File: config.mk
export PLATFORM = sky130hd
export DESIGN_NAME = hirs_top
export DESIGN_NICKNAME = d
export VERILOG_FILES = /design/src/hirs_pkg.sv /design/src/hirs_top.sv
export SDC_FILE = /design/constraint.sdc
export NUM_CORES = 1
export LEC_CHECK = 0
export BUFFER_PORTS_ARGS = -buffer_cell sky130_fd_sc_hd__buf_4
export CORE_UTILIZATION = 42
export DETAILED_ROUTE_END_ITERATION = 8
export PLACE_DENSITY = 0.86
export SYNTH_ARGS = -nofsm -noshare
export SYNTH_HDL_FRONTEND = slang
export SYNTH_SLANG_ARGS = --single-unit
File: constraint.sdc
create_clock -name clk -period 3.28 [get_ports clk]
set_input_delay 0.82 -clock clk [delete_from_list [all_inputs] [get_ports clk]]
set_output_delay 0.82 -clock clk [all_outputs]
set_load 0.05 [all_outputs]
File: src/hirs_pkg.sv
// Package with register map, field positions and reset values of the host interrupt block.
package hirs_pkg;

  // Register indices; the byte address on the bus is four times the index.
  localparam logic [7:0] IDX_IRQ_ENABLE = 8'h00;
  localparam logic [7:0] IDX_IRQ_FLAGS = 8'h02;
  localparam logic [7:0] IDX_RX_STATUS = 8'h04;
  localparam logic [7:0] IDX_RX_CTRL = 8'h08;
  localparam logic [9:0] ADDR_IRQ_ENABLE = {IDX_IRQ_ENABLE, 2'b00};
  localparam logic [9:0] ADDR_IRQ_FLAGS = {IDX_IRQ_FLAGS, 2'b00};
  localparam logic [9:0] ADDR_RX_STATUS = {IDX_RX_STATUS, 2'b00};
  localparam logic [9:0] ADDR_RX_CTRL = {IDX_RX_CTRL, 2'b00};

  // Interrupt flag and enable bit positions.
  localparam int BIT_LINK_CHANGE = 15;
  localparam int BIT_TX_DONE = 14;
  localparam int BIT_RX_FRAME = 13;
  localparam int BIT_RX_OVERRUN = 11;
  localparam int BIT_TX_HALTED = 9;
  localparam int BIT_RX_HALTED = 8;
  localparam int BIT_RX_ERR_FRAME = 7;
  localparam logic [15:0] FLAG_MASK = 16'heb80;
  localparam logic [15:0] FLAGS_RESET = 16'h0300;
  localparam logic [15:0] ENABLE_RESET = 16'h0000;

  // Receive status word field positions.
  localparam int RXS_VALID = 15;
  localparam int RXS_PORT_HI = 9;
  localparam int RXS_PORT_LO = 8;
  localparam int RXS_BCAST = 7;
  localparam int RXS_GROUP = 6;
  localparam int RXS_UCAST = 5;
  localparam int RXS_TYPE = 3;
  localparam int RXS_TOO_LONG = 2;
  localparam int RXS_RUNT = 1;
  localparam int RXS_CRC = 0;
  localparam logic [1:0] PORT_ONE = 2'b01;
  localparam logic [1:0] PORT_TWO = 2'b10;

  // Receive control register.
  localparam int RXC_PASS_BAD = 9;
  localparam logic [15:0] RX_CTRL_MASK = 16'h0200;
  localparam logic [15:0] RX_CTRL_RESET = 16'h0000;

  // Frame classification thresholds in bytes, broadcast address and group bit position.
  localparam logic [15:0] TYPE_LEN_MAX = 16'd1500;
  localparam logic [15:0] FRAME_LEN_MAX = 16'd1916;
  localparam logic [47:0] BCAST_ADDR = 48'hffff_ffff_ffff;
  localparam int DA_GROUP_BIT = 40;

endpackage : hirs_pkg

File: src/hirs_top.sv
// Interrupt flags, enables and current receive frame status behind an APB slave.
`timescale 1ns/1ps

module hirs_top (
  // Clock and reset
  input wire logic clk,
  input wire logic rst_n,
  // APB slave
  input wire logic psel,
  input wire logic penable,
  input wire logic pwrite,
  input wire logic [11:0] paddr,
  input wire logic [31:0] pwdata,
  input wire logic [3:0] pstrb,
  output logic [31:0] prdata,
  output logic pready,
  output logic pslverr,
  // Events from MAC and queue manager, same clock
  input wire logic link_up,
  input wire logic tx_frame_sent,
  input wire logic transmit_queue_has_room,
  input wire logic rx_frame_stored,
  input wire logic rx_overrun,
  input wire logic tx_halted,
  input wire logic rx_halted,
  input wire logic rx_error_frame,
  // Frame at the head of the receive queue
  input wire logic head_present,
  input wire logic head_complete,
  input wire logic [1:0] head_port,
  input wire logic [47:0] head_dest_addr,
  input wire logic [15:0] head_len_type,
  input wire logic [15:0] head_byte_len,
  input wire logic head_runt,
  input wire logic head_crc_error,
  // Outputs to host and queue manager
  output logic irq,
  output logic head_discard
);

  // Register state.
  logic [15:0] flags;
  logic [15:0] enables;
  logic [15:0] rx_ctrl;
  logic [15:0] rx_status;
  logic link_prev;
  logic link_seen;
  logic tx_sent_pend;
  logic [15:0] next_flags;
  logic [15:0] next_enables;
  logic [15:0] next_rx_ctrl;
  logic [15:0] next_rx_status;
  logic next_link_prev;
  logic next_link_seen;
  logic next_tx_sent_pend;
  logic next_irq;
  logic next_head_discard;

  // Bus state.
  logic [31:0] next_prdata;
  logic next_pready;
  logic next_pslverr;

  // Decoded bus access.
  logic access;
  logic wr_commit;
  logic mapped;
  logic [15:0] wr_mask;
  logic [15:0] wr_val;

  // Frame classification.
  logic is_bcast;
  logic is_group;
  logic port_ok;
  logic too_long;
  logic is_bad;
  logic withhold;
  logic [15:0] set_vec;
  logic [15:0] clear_vec;
  // Flag cells and their next values.
  logic link_change_flag;
  logic transmit_done_flag;
  logic frame_received_flag;
  logic receive_overrun_flag;
  logic transmit_halted_flag;
  logic receive_halted_flag;
  logic receive_error_frame_flag;
  logic next_link_change_flag;
  logic next_transmit_done_flag;
  logic next_frame_received_flag;
  logic next_receive_overrun_flag;
  logic next_transmit_halted_flag;
  logic next_receive_halted_flag;
  logic next_receive_error_frame_flag;

  // The slave answers with one wait state so that every response signal is a flop.
  always_comb begin
    access = psel && penable && !pready;
    mapped = (paddr[11:10] == 2'b00) &&
             ((paddr[9:2] == hirs_pkg::IDX_IRQ_ENABLE) ||
              (paddr[9:2] == hirs_pkg::IDX_IRQ_FLAGS) ||
              (paddr[9:2] == hirs_pkg::IDX_RX_STATUS) ||
              (paddr[9:2] == hirs_pkg::IDX_RX_CTRL));
    wr_commit = psel && penable && pready && pwrite && mapped;
    wr_mask = {{8{pstrb[1]}}, {8{pstrb[0]}}};
    wr_val = pwdata[15:0] & wr_mask;
  end

  always_comb begin
    next_pready = access;
    next_pslverr = access && !mapped;
    next_prdata = 32'h0000_0000;
    if (access && mapped) begin
      unique case (paddr[9:2])
        hirs_pkg::IDX_IRQ_ENABLE: next_prdata = {16'h0000, enables};
        hirs_pkg::IDX_IRQ_FLAGS: next_prdata = {16'h0000, flags};
        hirs_pkg::IDX_RX_STATUS: next_prdata = {16'h0000, rx_status};
        hirs_pkg::IDX_RX_CTRL: next_prdata = {16'h0000, rx_ctrl};
        default: next_prdata = 32'h0000_0000;
      endcase
    end
  end

  always_ff @(posedge clk or negedge rst_n) begin
    if (!rst_n) begin
      pready <= 1'b0;
      pslverr <= 1'b0;
      prdata <= 32'h0000_0000;
    end else begin
      pready <= next_pready;
      pslverr <= next_pslverr;
      prdata <= next_prdata;
    end
  end

  // Frame classification from the head-of-queue descriptor.
  always_comb begin
    is_bcast = (head_dest_addr == hirs_pkg::BCAST_ADDR);
    is_group = head_dest_addr[hirs_pkg::DA_GROUP_BIT];
    port_ok = (head_port == hirs_pkg::PORT_ONE) || (head_port == hirs_pkg::PORT_TWO);
    too_long = (head_byte_len > hirs_pkg::FRAME_LEN_MAX);
    is_bad = too_long || head_runt || head_crc_error;
    withhold = is_bad && !rx_ctrl[hirs_pkg::RXC_PASS_BAD];
  end

  // The status word is rebuilt every cycle so it always tracks the head frame.
  always_comb begin
    next_rx_status = 16'h0000;
    next_head_discard = head_present && head_complete && withhold;
    if (head_present && head_complete && !withhold) begin
      next_rx_status[hirs_pkg::RXS_VALID] = port_ok;
      next_rx_status[hirs_pkg::RXS_PORT_HI:hirs_pkg::RXS_PORT_LO] = head_port;
      next_rx_status[hirs_pkg::RXS_BCAST] = is_bcast;
      next_rx_status[hirs_pkg::RXS_GROUP] = is_group || is_bcast;
      next_rx_status[hirs_pkg::RXS_UCAST] = !is_group && !is_bcast;
      // The type indication has no meaning for a runt, so it is held low there.
      next_rx_status[hirs_pkg::RXS_TYPE] = !head_runt &&
                                           (head_len_type > hirs_pkg::TYPE_LEN_MAX);
      // Oversize frames are flagged, or discarded while RXC_PASS_BAD is clear; their length is never cut here.
      next_rx_status[hirs_pkg::RXS_TOO_LONG] = too_long;
      next_rx_status[hirs_pkg::RXS_RUNT] = head_runt;
      next_rx_status[hirs_pkg::RXS_CRC] = head_crc_error;
    end
  end

  always_ff @(posedge clk or negedge rst_n) begin
    if (!rst_n) begin
      rx_status <= 16'h0000;
      head_discard <= 1'b0;
    end else begin
      rx_status <= next_rx_status;
      head_discard <= next_head_discard;
    end
  end

  // Event detection, flag latching and write-one-to-clear.
  always_comb begin
    next_link_prev = link_up;
    next_link_seen = 1'b1;
    next_tx_sent_pend = tx_sent_pend || tx_frame_sent;
    set_vec = 16'h0000;
    clear_vec = 16'h0000;
    // The first sample after reset only primes the detector, to avoid a false change.
    set_vec[hirs_pkg::BIT_LINK_CHANGE] = link_seen && (link_up != link_prev);
    if (next_tx_sent_pend && transmit_queue_has_room) begin
      set_vec[hirs_pkg::BIT_TX_DONE] = 1'b1;
      next_tx_sent_pend = 1'b0;
    end
    set_vec[hirs_pkg::BIT_RX_FRAME] = rx_frame_stored;
    set_vec[hirs_pkg::BIT_RX_OVERRUN] = rx_overrun;
    set_vec[hirs_pkg::BIT_TX_HALTED] = tx_halted;
    set_vec[hirs_pkg::BIT_RX_HALTED] = rx_halted;
    set_vec[hirs_pkg::BIT_RX_ERR_FRAME] = rx_error_frame;
    next_enables = enables;
    next_rx_ctrl = rx_ctrl;
    if (wr_commit) begin
      unique case (paddr[9:2])
        hirs_pkg::IDX_IRQ_FLAGS: begin
          clear_vec = wr_val & hirs_pkg::FLAG_MASK;
        end
        hirs_pkg::IDX_IRQ_ENABLE: begin
          next_enables = ((enables & ~wr_mask) | wr_val) & hirs_pkg::FLAG_MASK;
        end
        hirs_pkg::IDX_RX_CTRL: begin
          next_rx_ctrl = ((rx_ctrl & ~wr_mask) | wr_val) & hirs_pkg::RX_CTRL_MASK;
        end
        default: begin
          clear_vec = 16'h0000;
        end
      endcase
    end
  end

  always_ff @(posedge clk or negedge rst_n) begin
    if (!rst_n) begin
      enables <= hirs_pkg::ENABLE_RESET;
      rx_ctrl <= hirs_pkg::RX_CTRL_RESET;
      link_prev <= 1'b0;
      link_seen <= 1'b0;
      tx_sent_pend <= 1'b0;
      irq <= 1'b0;
    end else begin
      enables <= next_enables;
      rx_ctrl <= next_rx_ctrl;
      link_prev <= next_link_prev;
      link_seen <= next_link_seen;
      tx_sent_pend <= next_tx_sent_pend;
      irq <= next_irq;
    end
  end

  // Flag word as software sees it; enables do not gate latching.
  always_comb begin
    flags = 16'h0000;
    flags[hirs_pkg::BIT_LINK_CHANGE] = link_change_flag;
    flags[hirs_pkg::BIT_TX_DONE] = transmit_done_flag;
    flags[hirs_pkg::BIT_RX_FRAME] = frame_received_flag;
    flags[hirs_pkg::BIT_RX_OVERRUN] = receive_overrun_flag;
    flags[hirs_pkg::BIT_TX_HALTED] = transmit_halted_flag;
    flags[hirs_pkg::BIT_RX_HALTED] = receive_halted_flag;
    flags[hirs_pkg::BIT_RX_ERR_FRAME] = receive_error_frame_flag;
    next_flags = 16'h0000;
    next_flags[hirs_pkg::BIT_LINK_CHANGE] = next_link_change_flag;
    next_flags[hirs_pkg::BIT_TX_DONE] = next_transmit_done_flag;
    next_flags[hirs_pkg::BIT_RX_FRAME] = next_frame_received_flag;
    next_flags[hirs_pkg::BIT_RX_OVERRUN] = next_receive_overrun_flag;
    next_flags[hirs_pkg::BIT_TX_HALTED] = next_transmit_halted_flag;
    next_flags[hirs_pkg::BIT_RX_HALTED] = next_receive_halted_flag;
    next_flags[hirs_pkg::BIT_RX_ERR_FRAME] = next_receive_error_frame_flag;
    next_irq = |(next_flags & next_enables);
  end

  // One cell per documented flag; reserved positions have no storage at all.
  hirs_flag_cell #(
    .RESET_VAL(hirs_pkg::FLAGS_RESET[hirs_pkg::BIT_LINK_CHANGE])
  ) link_change_cell (
    .clk(clk),
    .rst_n(rst_n),
    .set_event(set_vec[hirs_pkg::BIT_LINK_CHANGE]),
    .clear_req(clear_vec[hirs_pkg::BIT_LINK_CHANGE]),
    .flag(link_change_flag),
    .next_flag(next_link_change_flag)
  );

  hirs_flag_cell #(
    .RESET_VAL(hirs_pkg::FLAGS_RESET[hirs_pkg::BIT_TX_DONE])
  ) transmit_done_cell (
    .clk(clk),
    .rst_n(rst_n),
    .set_event(set_vec[hirs_pkg::BIT_TX_DONE]),
    .clear_req(clear_vec[hirs_pkg::BIT_TX_DONE]),
    .flag(transmit_done_flag),
    .next_flag(next_transmit_done_flag)
  );

  hirs_flag_cell #(
    .RESET_VAL(hirs_pkg::FLAGS_RESET[hirs_pkg::BIT_RX_FRAME])
  ) frame_received_cell (
    .clk(clk),
    .rst_n(rst_n),
    .set_event(set_vec[hirs_pkg::BIT_RX_FRAME]),
    .clear_req(clear_vec[hirs_pkg::BIT_RX_FRAME]),
    .flag(frame_received_flag),
    .next_flag(next_frame_received_flag)
  );

  hirs_flag_cell #(
    .RESET_VAL(hirs_pkg::FLAGS_RESET[hirs_pkg::BIT_RX_OVERRUN])
  ) receive_overrun_cell (
    .clk(clk),
    .rst_n(rst_n),
    .set_event(set_vec[hirs_pkg::BIT_RX_OVERRUN]),
    .clear_req(clear_vec[hirs_pkg::BIT_RX_OVERRUN]),
    .flag(receive_overrun_flag),
    .next_flag(next_receive_overrun_flag)
  );

  hirs_flag_cell #(
    .RESET_VAL(hirs_pkg::FLAGS_RESET[hirs_pkg::BIT_TX_HALTED])
  ) transmit_halted_cell (
    .clk(clk),
    .rst_n(rst_n),
    .set_event(set_vec[hirs_pkg::BIT_TX_HALTED]),
    .clear_req(clear_vec[hirs_pkg::BIT_TX_HALTED]),
    .flag(transmit_halted_flag),
    .next_flag(next_transmit_halted_flag)
  );

  hirs_flag_cell #(
    .RESET_VAL(hirs_pkg::FLAGS_RESET[hirs_pkg::BIT_RX_HALTED])
  ) receive_halted_cell (
    .clk(clk),
    .rst_n(rst_n),
    .set_event(set_vec[hirs_pkg::BIT_RX_HALTED]),
    .clear_req(clear_vec[hirs_pkg::BIT_RX_HALTED]),
    .flag(receive_halted_flag),
    .next_flag(next_receive_halted_flag)
  );

  hirs_flag_cell #(
    .RESET_VAL(hirs_pkg::FLAGS_RESET[hirs_pkg::BIT_RX_ERR_FRAME])
  ) receive_error_frame_cell (
    .clk(clk),
    .rst_n(rst_n),
    .set_event(set_vec[hirs_pkg::BIT_RX_ERR_FRAME]),
    .clear_req(clear_vec[hirs_pkg::BIT_RX_ERR_FRAME]),
    .flag(receive_error_frame_flag),
    .next_flag(next_receive_error_frame_flag)
  );

endmodule : hirs_top

// One event flag: set by its event, cleared by a one written to its position.
module hirs_flag_cell #(
  parameter logic RESET_VAL = 1'b0
) (
  // Clock and reset
  input wire logic clk,
  input wire logic rst_n,
  // Set and clear requests
  input wire logic set_event,
  input wire logic clear_req,
  // Flag state
  output logic flag,
  output logic next_flag
);

  always_comb begin
    next_flag = flag;
    if (clear_req) begin
      next_flag = 1'b0;
    end
    // An event in the same cycle as its clear wins, so no occurrence is lost.
    if (set_event) begin
      next_flag = 1'b1;
    end
  end

  always_ff @(posedge clk or negedge rst_n) begin
    if (!rst_n) begin
      flag <= RESET_VAL;
    end else begin
      flag <= next_flag;
    end
  end

endmodule : hirs_flag_cell

# == After elaboration in Yosys (flattened, before gate mapping) ==
# Cells that the tools add are included.
# classes
n_lt_le_gt_ge,2
n_eq_ne,7
muxes,25
bitwise_logic,7
reduce_logical,35
# op_table
operator,count
$mux W16,5
$pmux W16 S4,1
$and A16 B16 Y16,3
$eq A48 B48 Y1 const B,1
$gt A16 B11 Y1 const B,2
$mux W1,17
$logic_and A1 B1 Y1,16
$not A16 Y16,1
$or A16 B16 Y16,1
$reduce_or A16 Y1,1
$and A10 B10 Y10,1
$or A10 B10 Y10,1
$eq A8 B2 Y1 const B,1
$eq A8 B3 Y1 const B,1
$eq A8 B4 Y1 const B,1
$logic_not A8 Y1,1
$logic_or A1 B1 Y1,8
$logic_not A1 Y1,7
$mux W5,1
$mux W4,1
$eq A2 B1 Y1 const B,1
$eq A2 B2 Y1 const B,1
$logic_not A2 Y1,1
$reduce_and A2 Y1,1
$ne A1 B1 Y1,1
# word_totals
register_bits,73
input_bits,147
output_inout_bits,36
elab_cells,94

# == Depth between registers and ports, before layout ==
# depth
ltp_word,11
depth_mapped,6
mapped_depth_nobuf,5

# == Hierarchy ==
# Synthesis repeated with hierarchy kept, for this count alone.
# hier_totals
cells_unflattened,203
hier_area_um2,2180.8
# by_module_without_submodules
module,instances,cells_per_inst,area_each_um2,seq_area_each_um2
hirs_top,1,182,1924.3,950.9
hirs_flag_cell (frame_received_cell ...),5,3,36.3,25.0
hirs_flag_cell (receive_halted_cell ...),2,3,37.5,26.3

# == Worst setup path before layout ==
# OpenSTA, ideal clock, no wires.
# synth_timing
kind,input to register
from,in paddr[5]
to,reg receive_overrun_cell.flag
setup_time_ns,0.127
arrival_time_ns,2.196
required_time_ns,3.153
setup_slack_ns,0.957
stages,5
path_buffers,1
cell_sequence,clkbuf_1 > nor4b_1 > and4_1 > a21boi_0 > or2_2
# synth_via
elab_chain_cells,9
elab_cells_between_ends,13
cone_classes,eq/ne (3); mux (4); reduce/logical (6)
# synth_rtl
element,line_no,text
from (decl),hirs_top.sv:12,"input wire logic [11:0] paddr,"
$eq A8 B2 Y1 / $logic_not A8 Y1 (equally long branches),"hirs_top.sv:101, hirs_top.sv:197, hirs_top.sv:100",
$logic_or A1 B1 Y1,hirs_top.sv:100,((paddr[9:2] == hirs_pkg::IDX_IRQ_ENABLE) ||
$logic_or A1 B1 Y1,hirs_top.sv:101,(paddr[9:2] == hirs_pkg::IDX_IRQ_FLAGS) ||
$logic_or A1 B1 Y1,hirs_top.sv:102,(paddr[9:2] == hirs_pkg::IDX_RX_STATUS) ||
$logic_and A1 B1 Y1,hirs_top.sv:99,mapped = (paddr[11:10] == 2'b00) &&
$logic_and A1 B1 Y1,hirs_top.sv:104,wr_commit = psel && penable && pready && pwrite && mapped;
$mux W16 (*),hirs_top.sv:196,if (wr_commit) begin
$mux W1 (*),hirs_top.sv:350,if (clear_req) begin
$mux W1 (*),hirs_top.sv:354,if (set_event) begin
net next_receive_overrun_flag,hirs_top.sv:91,logic next_receive_overrun_flag;
to (signal assigned),hirs_top.sv:363,flag <= next_flag;
to (decl),hirs_top.sv:344,"output logic flag,"
# The timed path passes the listed nets; every way through them passes the cells marked *.
# A chain may end at the register's enable or synchronous reset.

# == Final worst setup path ==
# layout_timing
from,in paddr[7]
to,reg irq
# layout_via
elab_cells_between_ends,29
cone_classes,eq/ne (3); mux (18); bitwise (1); reduce/logical (7)
# layout_lines
element,line_no,text
$eq A8 B2 Y1 / $logic_not A8 Y1 (equally long branches),"hirs_top.sv:101, hirs_top.sv:100, hirs_top.sv:197",
$logic_or A1 B1 Y1,hirs_top.sv:100,
$logic_or A1 B1 Y1,hirs_top.sv:101,
$logic_or A1 B1 Y1,hirs_top.sv:102,
$logic_and A1 B1 Y1,hirs_top.sv:99,
$logic_and A1 B1 Y1,hirs_top.sv:104,
$mux W16 (*),hirs_top.sv:196,
net next_enables[15],hirs_top.sv:50,logic [15:0] next_enables;
$and A16 B16 Y16 (*),hirs_top.sv:250,next_irq = |(next_flags & next_enables);
$reduce_or A16 Y1 (*),hirs_top.sv:250,
net next_irq,hirs_top.sv:56,logic next_irq;
to (signal assigned),hirs_top.sv:228,irq <= next_irq;
to (decl),hirs_top.sv:37,"output logic irq,"
# Marks and branches as above.

==> metrics.cfg <==
[status]
status = complete, no violations

[critical_path]
crit_type = in2reg
r2r_slack_ns = 1.34
worst_setup_path_end_kind = register
cp_max_fo = 8
startpoint_type = input pin
cp.arrival_ns = 2.57
crit_required_ns = 3.45

[placed_design]
dpl.cell_count = 420
dpl_cell_area_um2 = 3270
dpl.hpwl_mm = 4.93
place_congestion = 0.813
place_ws_ns = 0.541
port_buffers = 134

[drt]
wl_met1_mm = 2.56
num_vias = 2165
top_layer = met4
dr.pass1.iters = 4
drtIter0Drc = 162
wl_per_cell_um = 14.4
wirelength_mm = 6.17
ant_nets = 0
met2_length_mm = 3.07
detailroute.wirelength.met3_um = 434
vias_per_cell = 5.06
drc_errors = 0

[hold_path]
hp-class = reg2reg

[timing]
drv_slew = 0
fin_crit_ns = 2.39
clock_skew_ns = 0.00793
setup_violations = 0
timing_hold_violations_final = 0
period_share = 0.730
tns_ns = 0
rsz0062_at_grt = no
timing.final.ws_setup_ns = 0.887
slew_headroom = 0.508
timing.fmax_mhz = 418
worst_pin_slew_ns = 0.737

[clock_tree]
worstSkewPairLatency_ns = 0.29
clockBufferDepth = 2
cts_buffers = 5
cts_root_buffer = clkbuf_8
clkTransAtPathRegs_ns = 0.08
cts_setup_buffers = 0
ctsHoldBuffers = 0
tritoncts = done
cts_sinks = 45
cts_resized = 0
htree_levels = 2

[floorplan]
die_w_um = 75.4
pin_count = 183
die_y_um = 75.4
die_area_um2 = 5680
core_um2 = 5140
start_util = 0.440
core.rowCount = 26

[job]
drv_cap = 0

[synthesis]
synthArstFlopShare = 1.00
ys_types = 47
yosys_warnings = 0
yosysSeqAreaShare = 0.499
avgSynthCellArea_um2 = 10.2
syn_inst = 221
synth-edff-count = 0
netlist_area_um2 = 2260
yosys_most_used_dff = dfrtp_1
synth.ff_latch_count = 45

[finish]
stdcell_count = 428
regArea_um2 = 1130
fin_nets = 504
design_area_um2 = 3400
diodes = 0
layout-drive-gt1-share = 0.439
multi_input_area_um2 = 996
area_growth_syn_to_layout_pct = 50.4
final.fill_count = 424

[grt]
grt_max_degree = 46
grt_usage = 0.222
grt_pass1_wl_mm = 9.29
grt_pass1_vias = 2078
antenna_found_initial = 0
grt.overflow.total = 0

[pwr]
power_leakage_nw = 1.71
p_per_area_nw_per_um2 = 373
max-vdd-ir-drop_v = 0.000242
power.total_mw = 1.27

where the power goes:
group / switching, mW / internal (mW)
Clock: 0.180 / 0.302
Combinational: 0.119 / 0.107
Sequential: 0.00184 / 0.559
registers in the layout, summed over array words and instances (netlist names), named ones only:
signal / cells
receive_error_frame_cell.flag: 1
pready: 1
transmit_halted_cell.flag: 1
link_change_cell.flag: 1
frame_received_cell.flag: 1
prdata: 13
receive_halted_cell.flag: 1
rx_status: 10
link_seen: 1
head_discard: 1
irq: 1
receive_overrun_cell.flag: 1
link_prev: 1
transmit_done_cell.flag: 1
enables: 7
pslverr: 1
tx_sent_pend: 1
cell usage in the layout, fill, tap and decap left out, drive strengths merged, types with 2 or more instances in the layout:
cell type    n
nand3        4
conb        20
and2         6
inv         11
nor4b        3
nand3b       3
nor3         5
a22oi        6
nor2        28
and4         3
mux2i        4
dfrtp       43
o21ai        4
a21oi        3
nand2        8
or4          2
nand4       16
a22o         3
bufinv       2
clkbuf       5
buf        135
nor4         7
mux2         8
dfstp        2
a41oi        5
nor2b        4
synthesized netlist by cell type, types with 2 or more instances:
cell type,count,share of area
a41oi_1,5,0.019
mux2i_1,4,0.018
o21ai_0,4,0.0089
conb_1,2,0.0033
clkbuf_1,3,0.0050
nor4b_1,3,0.012
nor3_1,5,0.011
nand3_1,4,0.0089
a22oi_1,6,0.020
dfstp_2,2,0.023
inv_1,11,0.018
buf_4,19,0.063
nand2_1,7,0.012
nor2b_1,4,0.011
and2_1,6,0.017
nand4_1,16,0.044
nor2_1,28,0.046
nor4_1,6,0.017
dfrtp_1,43,0.48
nand3b_1,3,0.010
and4_1,3,0.012
mux2_2,8,0.040
a21oi_1,3,0.0066
a22o_1,3,0.012
path summary, 6_finish.rpt:
path,cells after the start,start,endpoint
setup / recovery,6,paddr[7],irq
hold / removal,1,rx_status[0],prdata[0]
setup reg to reg,5,pready,irq
hold reg to reg,1,rx_status[0],prdata[0]
max in group asynchronous,1,rst_n,prdata[0]
min in group asynchronous,1,rst_n,irq
cells by family (layout without fill, tap and decap cells):
logic type | Yosys count | after routing | share of synthesized area
and+or+nand+nor | 93 | 93 | 0.232
buffers and inverters | 35 | 154 | 0.0902
muxes | 12 | 12 | 0.0576
adders and majority gates | 1 | 1 | 0.00443
DFF | 45 | 45 | 0.499
AOI/OAI and AO/OA | 31 | 31 | 0.106
other | 2 | 20 | 0.00332
xor gates and xnor gates | 2 | 2 | 0.00775
routing by layer:
metal,up-vias,track usage
met5,-,0
met4,0,0.0885
met3,12,0.0582
met2,84,0.371
met1,1032,0.276
li1,1037,-
metrics by stage:
stage	hold WS, ns	util
finish	0.451	0.662
global placement	0.435	0.636
floorplan	0.428	-
global route	0.479	0.662
CTS	0.454	0.662
detailed placement	0.437	0.636
critical path, stage by stage:
cell     delay [ns]
buf_4          0.12
nor4_4         0.42
nand4_1        0.46
mux2_2         0.44
a22oi_1        0.19
nand4_1        0.10
cell type report:
type,instances,area share
Sequential cell,45,0.332
Timing Repair Buffer,135,0.298
Multi-Input combinational cell,159,0.293
Tap cell,70,0.0258
Clock buffer,5,0.0202
Clock inverter,3,0.0191
Inverter,11,0.0121
No activity file was read; power rests on OpenSTA's default activity.
